===== src/pkg/cwd_defs.svh =====
`ifndef CWD_DEFS_SVH
`define CWD_DEFS_SVH

// word geometry and register indices (byte address = index * 4)
`define CWD_WORD_W         14
`define CWD_IDX_W          14
`define CWD_IDX_STATUS     14'h0000
`define CWD_IDX_CONTROL    14'h0001
`define CWD_IDX_WORD_ONE   14'h2007
`define CWD_IDX_WORD_TWO   14'h2008

// erased value and bits that read as one on a word read in programming mode
`define CWD_ERASED_WORD    14'h3fff
`define CWD_UNIMPL_ONE     14'h0880
`define CWD_UNIMPL_TWO     14'h3fcf

// word one fields
`define CWD_OSC_LSB        0
`define CWD_OSC_MSB        2
`define CWD_WATCHDOG_BIT   3
`define CWD_POWERUP_N_BIT  4
`define CWD_RESETPIN_BIT   5
`define CWD_PROTECT_BIT    6
`define CWD_BROWNOUT_LSB   8
`define CWD_BROWNOUT_MSB   9
`define CWD_BROWNVSEL_BIT  10
`define CWD_MULTIPLIER_BIT 12
`define CWD_DEBUG_BIT      13

// word two fields
`define CWD_REGCAP_LSB     4
`define CWD_REGCAP_MSB     5

// regulator capacitor pin codes
`define CWD_REGCAP_PA0     2'h0
`define CWD_REGCAP_PA5     2'h1
`define CWD_REGCAP_PA6     2'h2
`define CWD_REGCAP_NONE    2'h3

// brown-out field codes
`define CWD_BROWNOUT_RUN   2'h2
`define CWD_BROWNOUT_ON    2'h3

// control bit position and bus data width
`define CWD_CTRL_ERASE_ACK 0
`define CWD_DATA_W         32

`endif


===== src/pkg/cwd_pkg.sv =====
package cwd_pkg;

  // oscillator select codes, values as stored in word one
  typedef enum logic [2:0] {
    OSC_RC_OSCILLATOR_DIVIDED_CLOCK_OUTPUT       = 3'h7,
    OSC_RC_OSCILLATOR_IO           = 3'h6,
    OSC_INTERNAL_OSCILLATOR_DIVIDED_CLOCK_OUTPUT = 3'h5,
    OSC_INTERNAL_OSCILLATOR_IO     = 3'h4,
    OSC_EXTERNAL_CLOCK_INPUT       = 3'h3,
    OSC_HIGH_SPEED_CRYSTAL         = 3'h2,
    OSC_MEDIUM_CRYSTAL             = 3'h1,
    OSC_LOW_POWER_CRYSTAL          = 3'h0
  } cwd_osc_mode_t;

  // bus answer sequence, gray coded
  typedef enum logic [1:0] {
    BUS_IDLE   = 2'b00,
    BUS_FETCH  = 2'b01,
    BUS_ANSWER = 2'b11
  } cwd_bus_state_t;

  // decoded start-up settings
  typedef struct packed {
    cwd_osc_mode_t oscMode;
    logic          clkoutOnOsc2;
    logic          osc2IsIo;
    logic          osc1IsIo;
    logic          crystalMode;
    logic [1:0]    crystalGain;
    logic          oscMultiplierEnable;
    logic          watchdogEnable;
    logic          powerupTimerEnable;
    logic          brownoutEnable;
    logic          brownoutInSleep;
    logic          brownoutVoltageSelect;
    logic          resetPinIsReset;
    logic          codeProtect;
    logic          debugEnable;
    logic [2:0]    regCapPinOneHot;
  } cwd_settings_t;

endpackage


===== src/core/cwd_word_store.sv =====
`timescale 1ns/1ns
`default_nettype none
`include "cwd_defs.svh"

module cwd_word_store (
  // clock and reset
  input  wire logic                     clk,
  input  wire logic                     reset,
  // write port
  input  wire logic                     wrEn,
  input  wire logic                     wrSel,
  input  wire logic [`CWD_WORD_W-1:0]   wrData,
  // registered read port
  input  wire logic                     rdSel,
  output logic      [`CWD_WORD_W-1:0]   rdData,
  // both words for decoding
  output logic      [`CWD_WORD_W-1:0]   wordOne,
  output logic      [`CWD_WORD_W-1:0]   wordTwo
);

  logic [`CWD_WORD_W-1:0] word_ff [2];
  logic [`CWD_WORD_W-1:0] rdData_ff;

  always_ff @(posedge clk or posedge reset) begin
    if (reset) begin
      word_ff[0] <= `CWD_ERASED_WORD;
      word_ff[1] <= `CWD_ERASED_WORD;
    end else if (wrEn) begin
      word_ff[wrSel] <= wrData;
    end
  end

  always_ff @(posedge clk or posedge reset) begin
    if (reset) begin
      rdData_ff <= `CWD_ERASED_WORD;
    end else begin
      rdData_ff <= word_ff[rdSel];
    end
  end

  assign rdData  = rdData_ff;
  assign wordOne = word_ff[0];
  assign wordTwo = word_ff[1];

endmodule // cwd_word_store

`default_nettype wire


===== src/core/cwd_config_decoder.sv =====
`timescale 1ns/1ns
`default_nettype none
`include "cwd_defs.svh"

module cwd_config_decoder (
  // clock and reset
  input  wire logic                     clk,
  input  wire logic                     reset,
  // avalon-mm slave
  input  wire logic [15:0]              avs_address,
  input  wire logic                     avs_read,
  input  wire logic                     avs_write,
  input  wire logic [`CWD_DATA_W-1:0]   avs_writedata,
  output logic      [`CWD_DATA_W-1:0]   avs_readdata,
  output logic                          avs_waitrequest,
  // device pins and straps
  input  wire logic                     programmingMode,
  input  wire logic                     externalResetPin_n,
  input  wire logic                     lowVoltageVariant,
  // decoded settings toward oscillator, reset, watchdog, regulator
  output cwd_pkg::cwd_settings_t        settings,
  output logic                          internalOscDisable,
  output logic                          eraseProgramMemory
);

  import cwd_pkg::*;

  // pin synchronisers
  logic [1:0] progSync_ff;
  logic [1:0] resetPinSync_ff;
  logic [1:0] lowVoltSync_ff;
  logic       progMode;
  logic       resetPinAsserted;
  logic       lowVolt;

  always_ff @(posedge clk or posedge reset) begin
    if (reset) begin
      progSync_ff     <= 2'h0;
      resetPinSync_ff <= 2'h3;
      lowVoltSync_ff  <= 2'h0;
    end else begin
      progSync_ff     <= {progSync_ff[0], programmingMode};
      resetPinSync_ff <= {resetPinSync_ff[0], externalResetPin_n};
      lowVoltSync_ff  <= {lowVoltSync_ff[0], lowVoltageVariant};
    end
  end

  assign progMode         = progSync_ff[1];
  assign resetPinAsserted = ~resetPinSync_ff[1];
  assign lowVolt          = lowVoltSync_ff[1];

  // address decode
  logic [`CWD_IDX_W-1:0] reqIdx;
  logic                  aligned;
  logic                  hitWordOne;
  logic                  hitWordTwo;
  logic                  hitWord;
  logic                  hitStatus;
  logic                  hitControl;

  assign reqIdx     = avs_address[15:2];
  assign aligned    = (avs_address[1:0] == 2'h0);
  assign hitWordOne = aligned && (reqIdx == `CWD_IDX_WORD_ONE);
  assign hitWordTwo = aligned && (reqIdx == `CWD_IDX_WORD_TWO);
  assign hitWord    = hitWordOne || hitWordTwo;
  assign hitStatus  = aligned && (reqIdx == `CWD_IDX_STATUS);
  assign hitControl = aligned && (reqIdx == `CWD_IDX_CONTROL);

  // bus answer sequence: fetch one cycle, answer the next
  cwd_bus_state_t busState_ff;
  cwd_bus_state_t nxt_busState;
  logic           request;
  logic           commit;

  assign request = avs_read || avs_write;
  assign commit  = (busState_ff == BUS_ANSWER) && request;

  always_comb begin
    case (busState_ff)
      BUS_IDLE:   nxt_busState = request ? BUS_FETCH : BUS_IDLE;
      BUS_FETCH:  nxt_busState = request ? BUS_ANSWER : BUS_IDLE;
      BUS_ANSWER: nxt_busState = BUS_IDLE;
      default:    nxt_busState = BUS_IDLE;
    endcase
  end

  always_ff @(posedge clk or posedge reset) begin
    if (reset) begin
      busState_ff <= BUS_IDLE;
    end else begin
      busState_ff <= nxt_busState;
    end
  end

  assign avs_waitrequest = request && (busState_ff != BUS_ANSWER);

  // word storage
  logic [`CWD_WORD_W-1:0] storeRd;
  logic [`CWD_WORD_W-1:0] wordOne;
  logic [`CWD_WORD_W-1:0] wordTwo;
  logic                   wordWrite;
  logic [`CWD_WORD_W-1:0] wordWrData;

  // no path to the words outside programming mode
  assign wordWrite  = commit && avs_write && hitWord && progMode;
  assign wordWrData = avs_writedata[`CWD_WORD_W-1:0];

  cwd_word_store u_store (
    .clk     (clk),
    .reset   (reset),
    .wrEn    (wordWrite),
    .wrSel   (hitWordTwo),
    .wrData  (wordWrData),
    .rdSel   (hitWordTwo),
    .rdData  (storeRd),
    .wordOne (wordOne),
    .wordTwo (wordTwo)
  );

  // unimplemented positions forced to one on readback
  function automatic logic [`CWD_WORD_W-1:0] withFill(
    input logic [`CWD_WORD_W-1:0] raw,
    input logic                   second
  );
    withFill = raw | (second ? `CWD_UNIMPL_TWO : `CWD_UNIMPL_ONE);
  endfunction

  // protection lifted: erase request stays until acknowledged
  logic erasePending_ff;
  logic protectLifted;
  logic eraseAck;

  assign protectLifted = wordWrite && !hitWordTwo
                      && !wordOne[`CWD_PROTECT_BIT]
                      && wordWrData[`CWD_PROTECT_BIT];
  assign eraseAck      = commit && avs_write && hitControl
                      && avs_writedata[`CWD_CTRL_ERASE_ACK];

  always_ff @(posedge clk or posedge reset) begin
    if (reset) begin
      erasePending_ff <= 1'b0;
    end else if (protectLifted) begin
      erasePending_ff <= 1'b1;
    end else if (eraseAck) begin
      erasePending_ff <= 1'b0;
    end
  end

  assign eraseProgramMemory = erasePending_ff;

  // decode of both words into settings
  function automatic cwd_settings_t decodeWords(
    input logic [`CWD_WORD_W-1:0] one,
    input logic [`CWD_WORD_W-1:0] two,
    input logic                   noRegulator
  );
    cwd_settings_t s;
    logic [1:0]    brownCode;
    logic [1:0]    capCode;
    s         = '0;
    brownCode = one[`CWD_BROWNOUT_MSB:`CWD_BROWNOUT_LSB];
    capCode   = two[`CWD_REGCAP_MSB:`CWD_REGCAP_LSB];
    s.oscMode = cwd_osc_mode_t'(one[`CWD_OSC_MSB:`CWD_OSC_LSB]);
    case (s.oscMode)
      OSC_RC_OSCILLATOR_DIVIDED_CLOCK_OUTPUT: begin
        s.clkoutOnOsc2 = 1'b1;
      end
      OSC_RC_OSCILLATOR_IO: begin
        s.osc2IsIo = 1'b1;
      end
      OSC_INTERNAL_OSCILLATOR_DIVIDED_CLOCK_OUTPUT: begin
        s.clkoutOnOsc2 = 1'b1;
        s.osc1IsIo     = 1'b1;
      end
      OSC_INTERNAL_OSCILLATOR_IO: begin
        s.osc2IsIo = 1'b1;
        s.osc1IsIo = 1'b1;
      end
      OSC_EXTERNAL_CLOCK_INPUT: begin
        s.osc2IsIo = 1'b1;
      end
      OSC_HIGH_SPEED_CRYSTAL: begin
        s.crystalMode = 1'b1;
        s.crystalGain = 2'h2;
      end
      OSC_MEDIUM_CRYSTAL: begin
        s.crystalMode = 1'b1;
        s.crystalGain = 2'h1;
      end
      OSC_LOW_POWER_CRYSTAL: begin
        s.crystalMode = 1'b1;
        s.crystalGain = 2'h0;
      end
      default: begin
        s.crystalMode = 1'b0;
      end
    endcase
    s.oscMultiplierEnable   = one[`CWD_MULTIPLIER_BIT];
    s.watchdogEnable        = one[`CWD_WATCHDOG_BIT];
    // timer follows its own bit only, whatever brown-out says
    s.powerupTimerEnable    = !one[`CWD_POWERUP_N_BIT];
    s.brownoutEnable        = brownCode[1];
    s.brownoutInSleep       = (brownCode == `CWD_BROWNOUT_ON);
    s.brownoutVoltageSelect = one[`CWD_BROWNVSEL_BIT];
    s.resetPinIsReset       = one[`CWD_RESETPIN_BIT];
    s.codeProtect           = !one[`CWD_PROTECT_BIT];
    s.debugEnable           = !one[`CWD_DEBUG_BIT];
    if (noRegulator) begin
      s.regCapPinOneHot = 3'h0;
    end else begin
      case (capCode)
        `CWD_REGCAP_PA0:  s.regCapPinOneHot = 3'h1;
        `CWD_REGCAP_PA5:  s.regCapPinOneHot = 3'h2;
        `CWD_REGCAP_PA6:  s.regCapPinOneHot = 3'h4;
        `CWD_REGCAP_NONE: s.regCapPinOneHot = 3'h0;
        default:          s.regCapPinOneHot = 3'h0;
      endcase
    end
    decodeWords = s;
  endfunction

  // settings latched only while out of programming mode
  cwd_settings_t settings_ff;
  cwd_settings_t nxt_settings;

  assign nxt_settings = decodeWords(wordOne, wordTwo, lowVolt);

  always_ff @(posedge clk or posedge reset) begin
    if (reset) begin
      settings_ff <= decodeWords(`CWD_ERASED_WORD, `CWD_ERASED_WORD, 1'b0);
    end else if (!progMode) begin
      settings_ff <= nxt_settings;
    end
  end

  assign settings = settings_ff;

  // internal or RC oscillator held off under external reset
  logic oscDisable_ff;
  logic internalOrRc;

  assign internalOrRc = settings_ff.oscMode[2];

  always_ff @(posedge clk or posedge reset) begin
    if (reset) begin
      oscDisable_ff <= 1'b0;
    end else begin
      oscDisable_ff <= resetPinAsserted && settings_ff.resetPinIsReset
                    && internalOrRc;
    end
  end

  assign internalOscDisable = oscDisable_ff;

  // status word
  logic [`CWD_DATA_W-1:0] statusWord;

  assign statusWord = {21'h0,
                       settings_ff.oscMode,
                       settings_ff.brownoutEnable,
                       settings_ff.powerupTimerEnable,
                       settings_ff.watchdogEnable,
                       erasePending_ff,
                       oscDisable_ff,
                       resetPinAsserted,
                       lowVolt,
                       progMode};

  // read data, captured at the fetch cycle
  logic [`CWD_DATA_W-1:0] readData_ff;
  logic                   fetchRead;

  assign fetchRead = (busState_ff == BUS_FETCH) && avs_read;

  always_ff @(posedge clk or posedge reset) begin
    if (reset) begin
      readData_ff <= '0;
    end else if (fetchRead) begin
      if (hitWord && progMode) begin
        readData_ff <= {18'h0, withFill(storeRd, hitWordTwo)};
      end else if (hitStatus) begin
        readData_ff <= statusWord;
      end else begin
        readData_ff <= '0;
      end
    end
  end

  assign avs_readdata = readData_ff;

endmodule // cwd_config_decoder

`default_nettype wire


===== config.mk =====
export PLATFORM = sky130hd
export DESIGN_NAME = cwd_config_decoder
export DESIGN_NICKNAME = d
export VERILOG_FILES = /design/src/pkg/cwd_pkg.sv /design/src/core/cwd_word_store.sv /design/src/core/cwd_config_decoder.sv
export VERILOG_INCLUDE_DIRS = /design/src /design/src/pkg
export SDC_FILE = /design/constraint.sdc
export NUM_CORES = 1
export LEC_CHECK = 0
export BUFFER_PORTS_ARGS = -buffer_cell sky130_fd_sc_hd__buf_2
export CORE_MARGIN = 2
export CORE_UTILIZATION = 45
export DETAILED_ROUTE_END_ITERATION = 8
export HOLD_SLACK_MARGIN = 0.12
export PLACE_DENSITY = 0.81
export SLEW_MARGIN = 20
export SYNTH_ARGS = -nofsm -noshare
export SYNTH_HDL_FRONTEND = slang
export SYNTH_HIERARCHICAL = 1
export SYNTH_SLANG_ARGS = --single-unit

===== constraint.sdc =====
create_clock -name clk -period 3.1 [get_ports clk]
set_input_delay 0.31 -clock clk [delete_from_list [all_inputs] [get_ports clk]]
set_output_delay 0.31 -clock clk [all_outputs]
set_load 0.1 [all_outputs]

; ---- After elaboration in Yosys (flattened, before gate mapping)
; Cells that the tools add are included.
[op_classes]
reduce_logical = 34
n_eq_ne = 17
n_lt_le_gt_ge = 2
n_bitwise = 3
n_mux = 20
[ops]
columns = operator, count
row1 = 14-bit 2-to-1 mux, 6
row2 = 28-bit bitwise mux, 1
row3 = "14-bit equality test, second input constant", 2
row4 = 1-bit logical AND, 19
row5 = 14-bit demux with 1-bit select, 1
row6 = "14-bit by 1-bit equality test with 1-bit output, second input constant", 1
row7 = 14-bit logical NOT, 1
row8 = 14-bit bitwise OR, 1
row9 = "3-bit equality test, second input constant", 4
row10 = 3-bit one-hot mux with 4 select lines, 1
row11 = 11-bit 2-to-1 mux, 1
row12 = 3-bit one-hot mux with 3 select lines, 1
row13 = "2-bit equality test, second input constant", 4
row14 = "3-bit by 2-bit equality test with 1-bit output, second input constant", 2
row15 = 2-bit logical NOT, 3
row16 = 1-bit 2-to-1 mux, 6
row17 = "2-bit by 1-bit equality test with 1-bit output, second input constant", 2
row18 = 1-bit logical NOT, 4
row19 = 2-bit one-hot mux with 2 select lines, 1
row20 = 2-bit OR reduction, 2
row21 = "3-bit by 1-bit equality test with 1-bit output, second input constant", 1
row22 = 3-bit logical NOT, 1
row23 = 3-bit 2-to-1 mux, 1
row24 = 3-bit OR reduction, 1
row25 = other kinds (8), 9
[totals]
output_inout_bits = 56
in_bits = 55
elab_cells = 102
reg_bits = 105

; ---- Logic depth before layout (Yosys ltp)
[logic_depth]
ltp_word = 9
depth_mapped = 9
depth_no_buf = 6

; ---- Hierarchy
; Netlist, hierarchy kept.
[modules_own_cells]
columns = module, area_per_inst_um2, n_inst, cells_each, seq_area_each_um2
row1 = cwd_config_decoder, 2139.6, 1, 202, 1141.1
row2 = cwd_word_store, 1645.3, 1, 91, 1103.6

; ---- Worst setup path after synthesis
; Ideal clock, no wire load.
[synth_timing]
kind = reg-to-output
start = reg busState_ff[0]
end = out avs_waitrequest
setup_slack_ns = 0.893
path_buffers = 0
stages_incl_launch_ff = 2
t_required_ns = 2.790
arrival_ns = 1.897
path_cell_list = dfrtp_1 a21oi_1
[synth_between]
elab_chain_cells = 2
[synth_rtl]
columns = item, line
row1 = from (decl), cwd_config_decoder.sv:70  ; cwd_bus_state_t busState_ff;
row2 = from (signal assigned), cwd_config_decoder.sv:91  ; busState_ff <= nxt_busState;
row3 = 2-bit != test, cwd_config_decoder.sv:95  ; assign avs_waitrequest = request && (busState_ff != BUS_ANSWER);
row4 = 1-bit logical AND, cwd_config_decoder.sv:95
row5 = to (decl), cwd_config_decoder.sv:15  ; output logic avs_waitrequest,
; No other way between the ends.

; ---- Worst setup path in the final report
[layout_timing]
start = in avs_address[10]
end = reg u_store.word_ff (netlist bit u_store/wordTwo[10])
[layout_rtl]
columns = item, line
row1 = from (decl), cwd_config_decoder.sv:10  ; input wire logic [15:0] avs_address,
row2 = 14-bit equality test (no line), -
row3 = 1-bit logical AND (on tied branches), "cwd_config_decoder.sv:63, cwd_config_decoder.sv:64"
row4 = 1-bit logical OR *, cwd_config_decoder.sv:65  ; assign hitWord = hitWordOne || hitWordTwo;
row5 = 1-bit logical AND * (2 in a row), cwd_config_decoder.sv:105  ; assign wordWrite = commit && avs_write && hitWord && progMode;
row6 = net wordWrite, cwd_config_decoder.sv:101  ; logic wordWrite;
row7 = "to (signal, indexed assignment)", cwd_word_store.sv:29  ; word_ff[wrSel] <= wrData;
row8 = to (decl), cwd_word_store.sv:21  ; logic [`CWD_WORD_W-1:0] word_ff [2];
; Mark *: on every way through the listed nets, which the timed path passes. The rest lies on a longest branch.
; A chain may end at the register's enable or synchronous reset.

==> impl_metrics.json <==
{
  "die_h_um": 92.9,
  "dp_cells": 447,
  "final_nets": 415,
  "place_ws_ns": 0.585,
  "tns_ns": 0,
  "io_buffer_count": 72,
  "cts_root_buf": "clkbuf_8",
  "final_util": 0.547,
  "final_common_cell": "buf_2",
  "nFillCells": 637,
  "cts_tree": "yes",
  "max_freq_mhz": 460,
  "relSlewSlack": 0.468,
  "run_status": "finished clean",
  "setup_slack_ns": 0.924,
  "cts_sinks": 81,
  "finalMaxSlewViolations": 0,
  "wl_per_cell_um": 15.5,
  "power_switching_share": 0.376,
  "worstPathCellList": "buf_2 > nor4_1 > and4_1 > nand2_2 > nor2_1 > nand2_1 > mux2_2",
  "hold_buffers": 4,
  "vias": 2382,
  "die_w_um": 92.9,
  "crit_path_top_delay_cell": "and4_1",
  "hold_path.class": "in -> reg",
  "layout_common_cells": "buf_2 (72), dfstp_2 (48), mux2_2 (38), dfrtp_1 (33), nand2_1 (28)",
  "dpl_cell_area_mm2": 0.00393,
  "drtIter0Drc": 172,
  "grt-ovfl-total": 0,
  "period_needed_ns": 2.18,
  "drc": 0,
  "max_stage_delay_ns": 0.48,
  "hold_viol_final": 0,
  "antenna_found_initial": 1,
  "rows": 32,
  "max-vdd-ir-drop_uv": 220,
  "final_area_mm2": 0.00420,
  "clk_latency_ns": 0.35,
  "power.switching_w": 0.00104,
  "htreeDepth": 3,
  "p_comb_frac": 0.277,
  "grt_max_degree": 37,
  "synth_area_mm2": 0.00356,
  "antenna_left": 0,
  "routed_via_density": 5.09,
  "globalplace.congestion": 0.775,
  "die_area_mm2": 0.00864,
  "p_int_w": 0.00174,
  "grt_usage": 0.175,
  "grt_pass1_wl_um": 11500,
  "finalNonFillerCells": 468,
  "cp.arrival_ns": 2.45,
  "grt_pass1_vias": 2349,
  "clock_skew_ns": 0.00818,
  "criticalPathCategory": "in -> reg",
  "setup_viol": 0,
  "end_kind": "register",
  "pwr_density_cell_mw_per_mm2": 662,
  "cp.required_ns": 3.37,
  "cap_violations": 0,
  "finalCritPeriodShare": 0.702,
  "rsz0062_at_grt": "no",
  "layout-drive-gt1-share": 0.542,
  "core_mm2": 0.00769,
  "tightest_slew_ns": 0.787,
  "setup.worst_path.start_class": "primary input",
  "pwr-share-seq": 0.417,
  "cts_made_buffers": 9,
  "start_util": 0.463,
  "critPathMaxFanout": 12,
  "clock_path_buffers": 2,
  "synth_warnings": 6,
  "cts_setup_buffers": 0,
  "hpwlAfterDp_um": 5170,
  "p_leak_nw": 1.92,
  "clk_pin_slew_worst_paths_ns": 0.08,
  "dr.pass1.iters": 4,
  "synth_cells": 281,
  "cts_resized": 0,
  "area_growth_pct": 18.0,
  "p_clk_frac": 0.306,
  "avgSynthCellArea_um2": 12.7,
  "drt-total-wl_um": 7260,
  "io-pin-count": 111
}
## power by group through the flow
stage / clock (W) / combinational (W) / sequential, W
floorplan: 0 / 0.000255 / 0.00158
global placement: 0 / 0.000762 / 0.00117
detailed placement: 0 / 0.000767 / 0.00118
CTS: 0.000866 / 0.000773 / 0.00116
global route: 0.000911 / 0.000800 / 0.00117
finish: 0.000849 / 0.000771 / 0.00116
## sequential cells by signal, summed over array words and instances, names as in the netlist
signal and cells:
u_store/wordOne 12, u_store/rdData 12, eraseProgramMemory 1, lowVoltSync_ff 2, busState_ff 2, u_store/wordTwo 12
progSync_ff 2, resetPinSync_ff 2, internalOscDisable 1, avs_readdata 14, settings 21
## path summary, 6_finish.rpt
| check | from | endpoint | slack [ns] | cells after the start |
|---|---|---|---|---|
| max | avs_address[10] | u_store/wordTwo[10] | 0.92 | 7 |
| min | avs_writedata[1] | u_store/wordOne[1] | 0.20 | 2 |
| max reg2reg | progSync_ff[1] | u_store/wordTwo[10] | 1.32 | 5 |
| min reg2reg | lowVoltSync_ff[0] | lowVoltSync_ff[1] | 0.36 | 0 |
| max in group asynchronous | reset | settings[11] | 1.72 | 4 |
| min in group asynchronous | reset | settings[1] | 0.58 | 3 |
## stage by stage
stage          hold slack (ns)  power (W)
4_1_cts                  0.191    0.00280
3_3_place_gp             0.346    0.00194
3_5_place_dp             0.341    0.00194
2_1_floorplan            0.314    0.00183
5_1_grt                  0.193    0.00288
6_report                 0.204    0.00278
## per-layer routing
layer  wire length [um]  up-vias  part of all wire  track usage
met5                  0        -                 0            0
met4                103        0             0.014       0.0625
met3                554        9             0.076       0.0594
met2               3430       91              0.47        0.278
met1               3170     1191              0.44        0.222
li1                   -     1091                 -            -
## area by class of cell
cell class                      instances  area [um^2]  share of cell area
Multi-Input combinational cell        170         1250               0.298
Antenna cell                            1         2.50            0.000596
Timing Repair Buffer                   81          438               0.104
Clock inverter                          5         77.6              0.0185
Tap cell                              102          128              0.0304
Sequential cell                        81         2090               0.497
Inverter                               17         63.8              0.0152
Clock buffer                           11          151              0.0360
## worst max-delay path: cells and delay by family
| kind | cells | cell delay [ns] |
|---|---|---|
| simple gates | 5 | 1.61 |
| mux | 1 | 0.41 |
| buf+inv | 1 | 0.10 |
(Power assumes the default switching activity.)
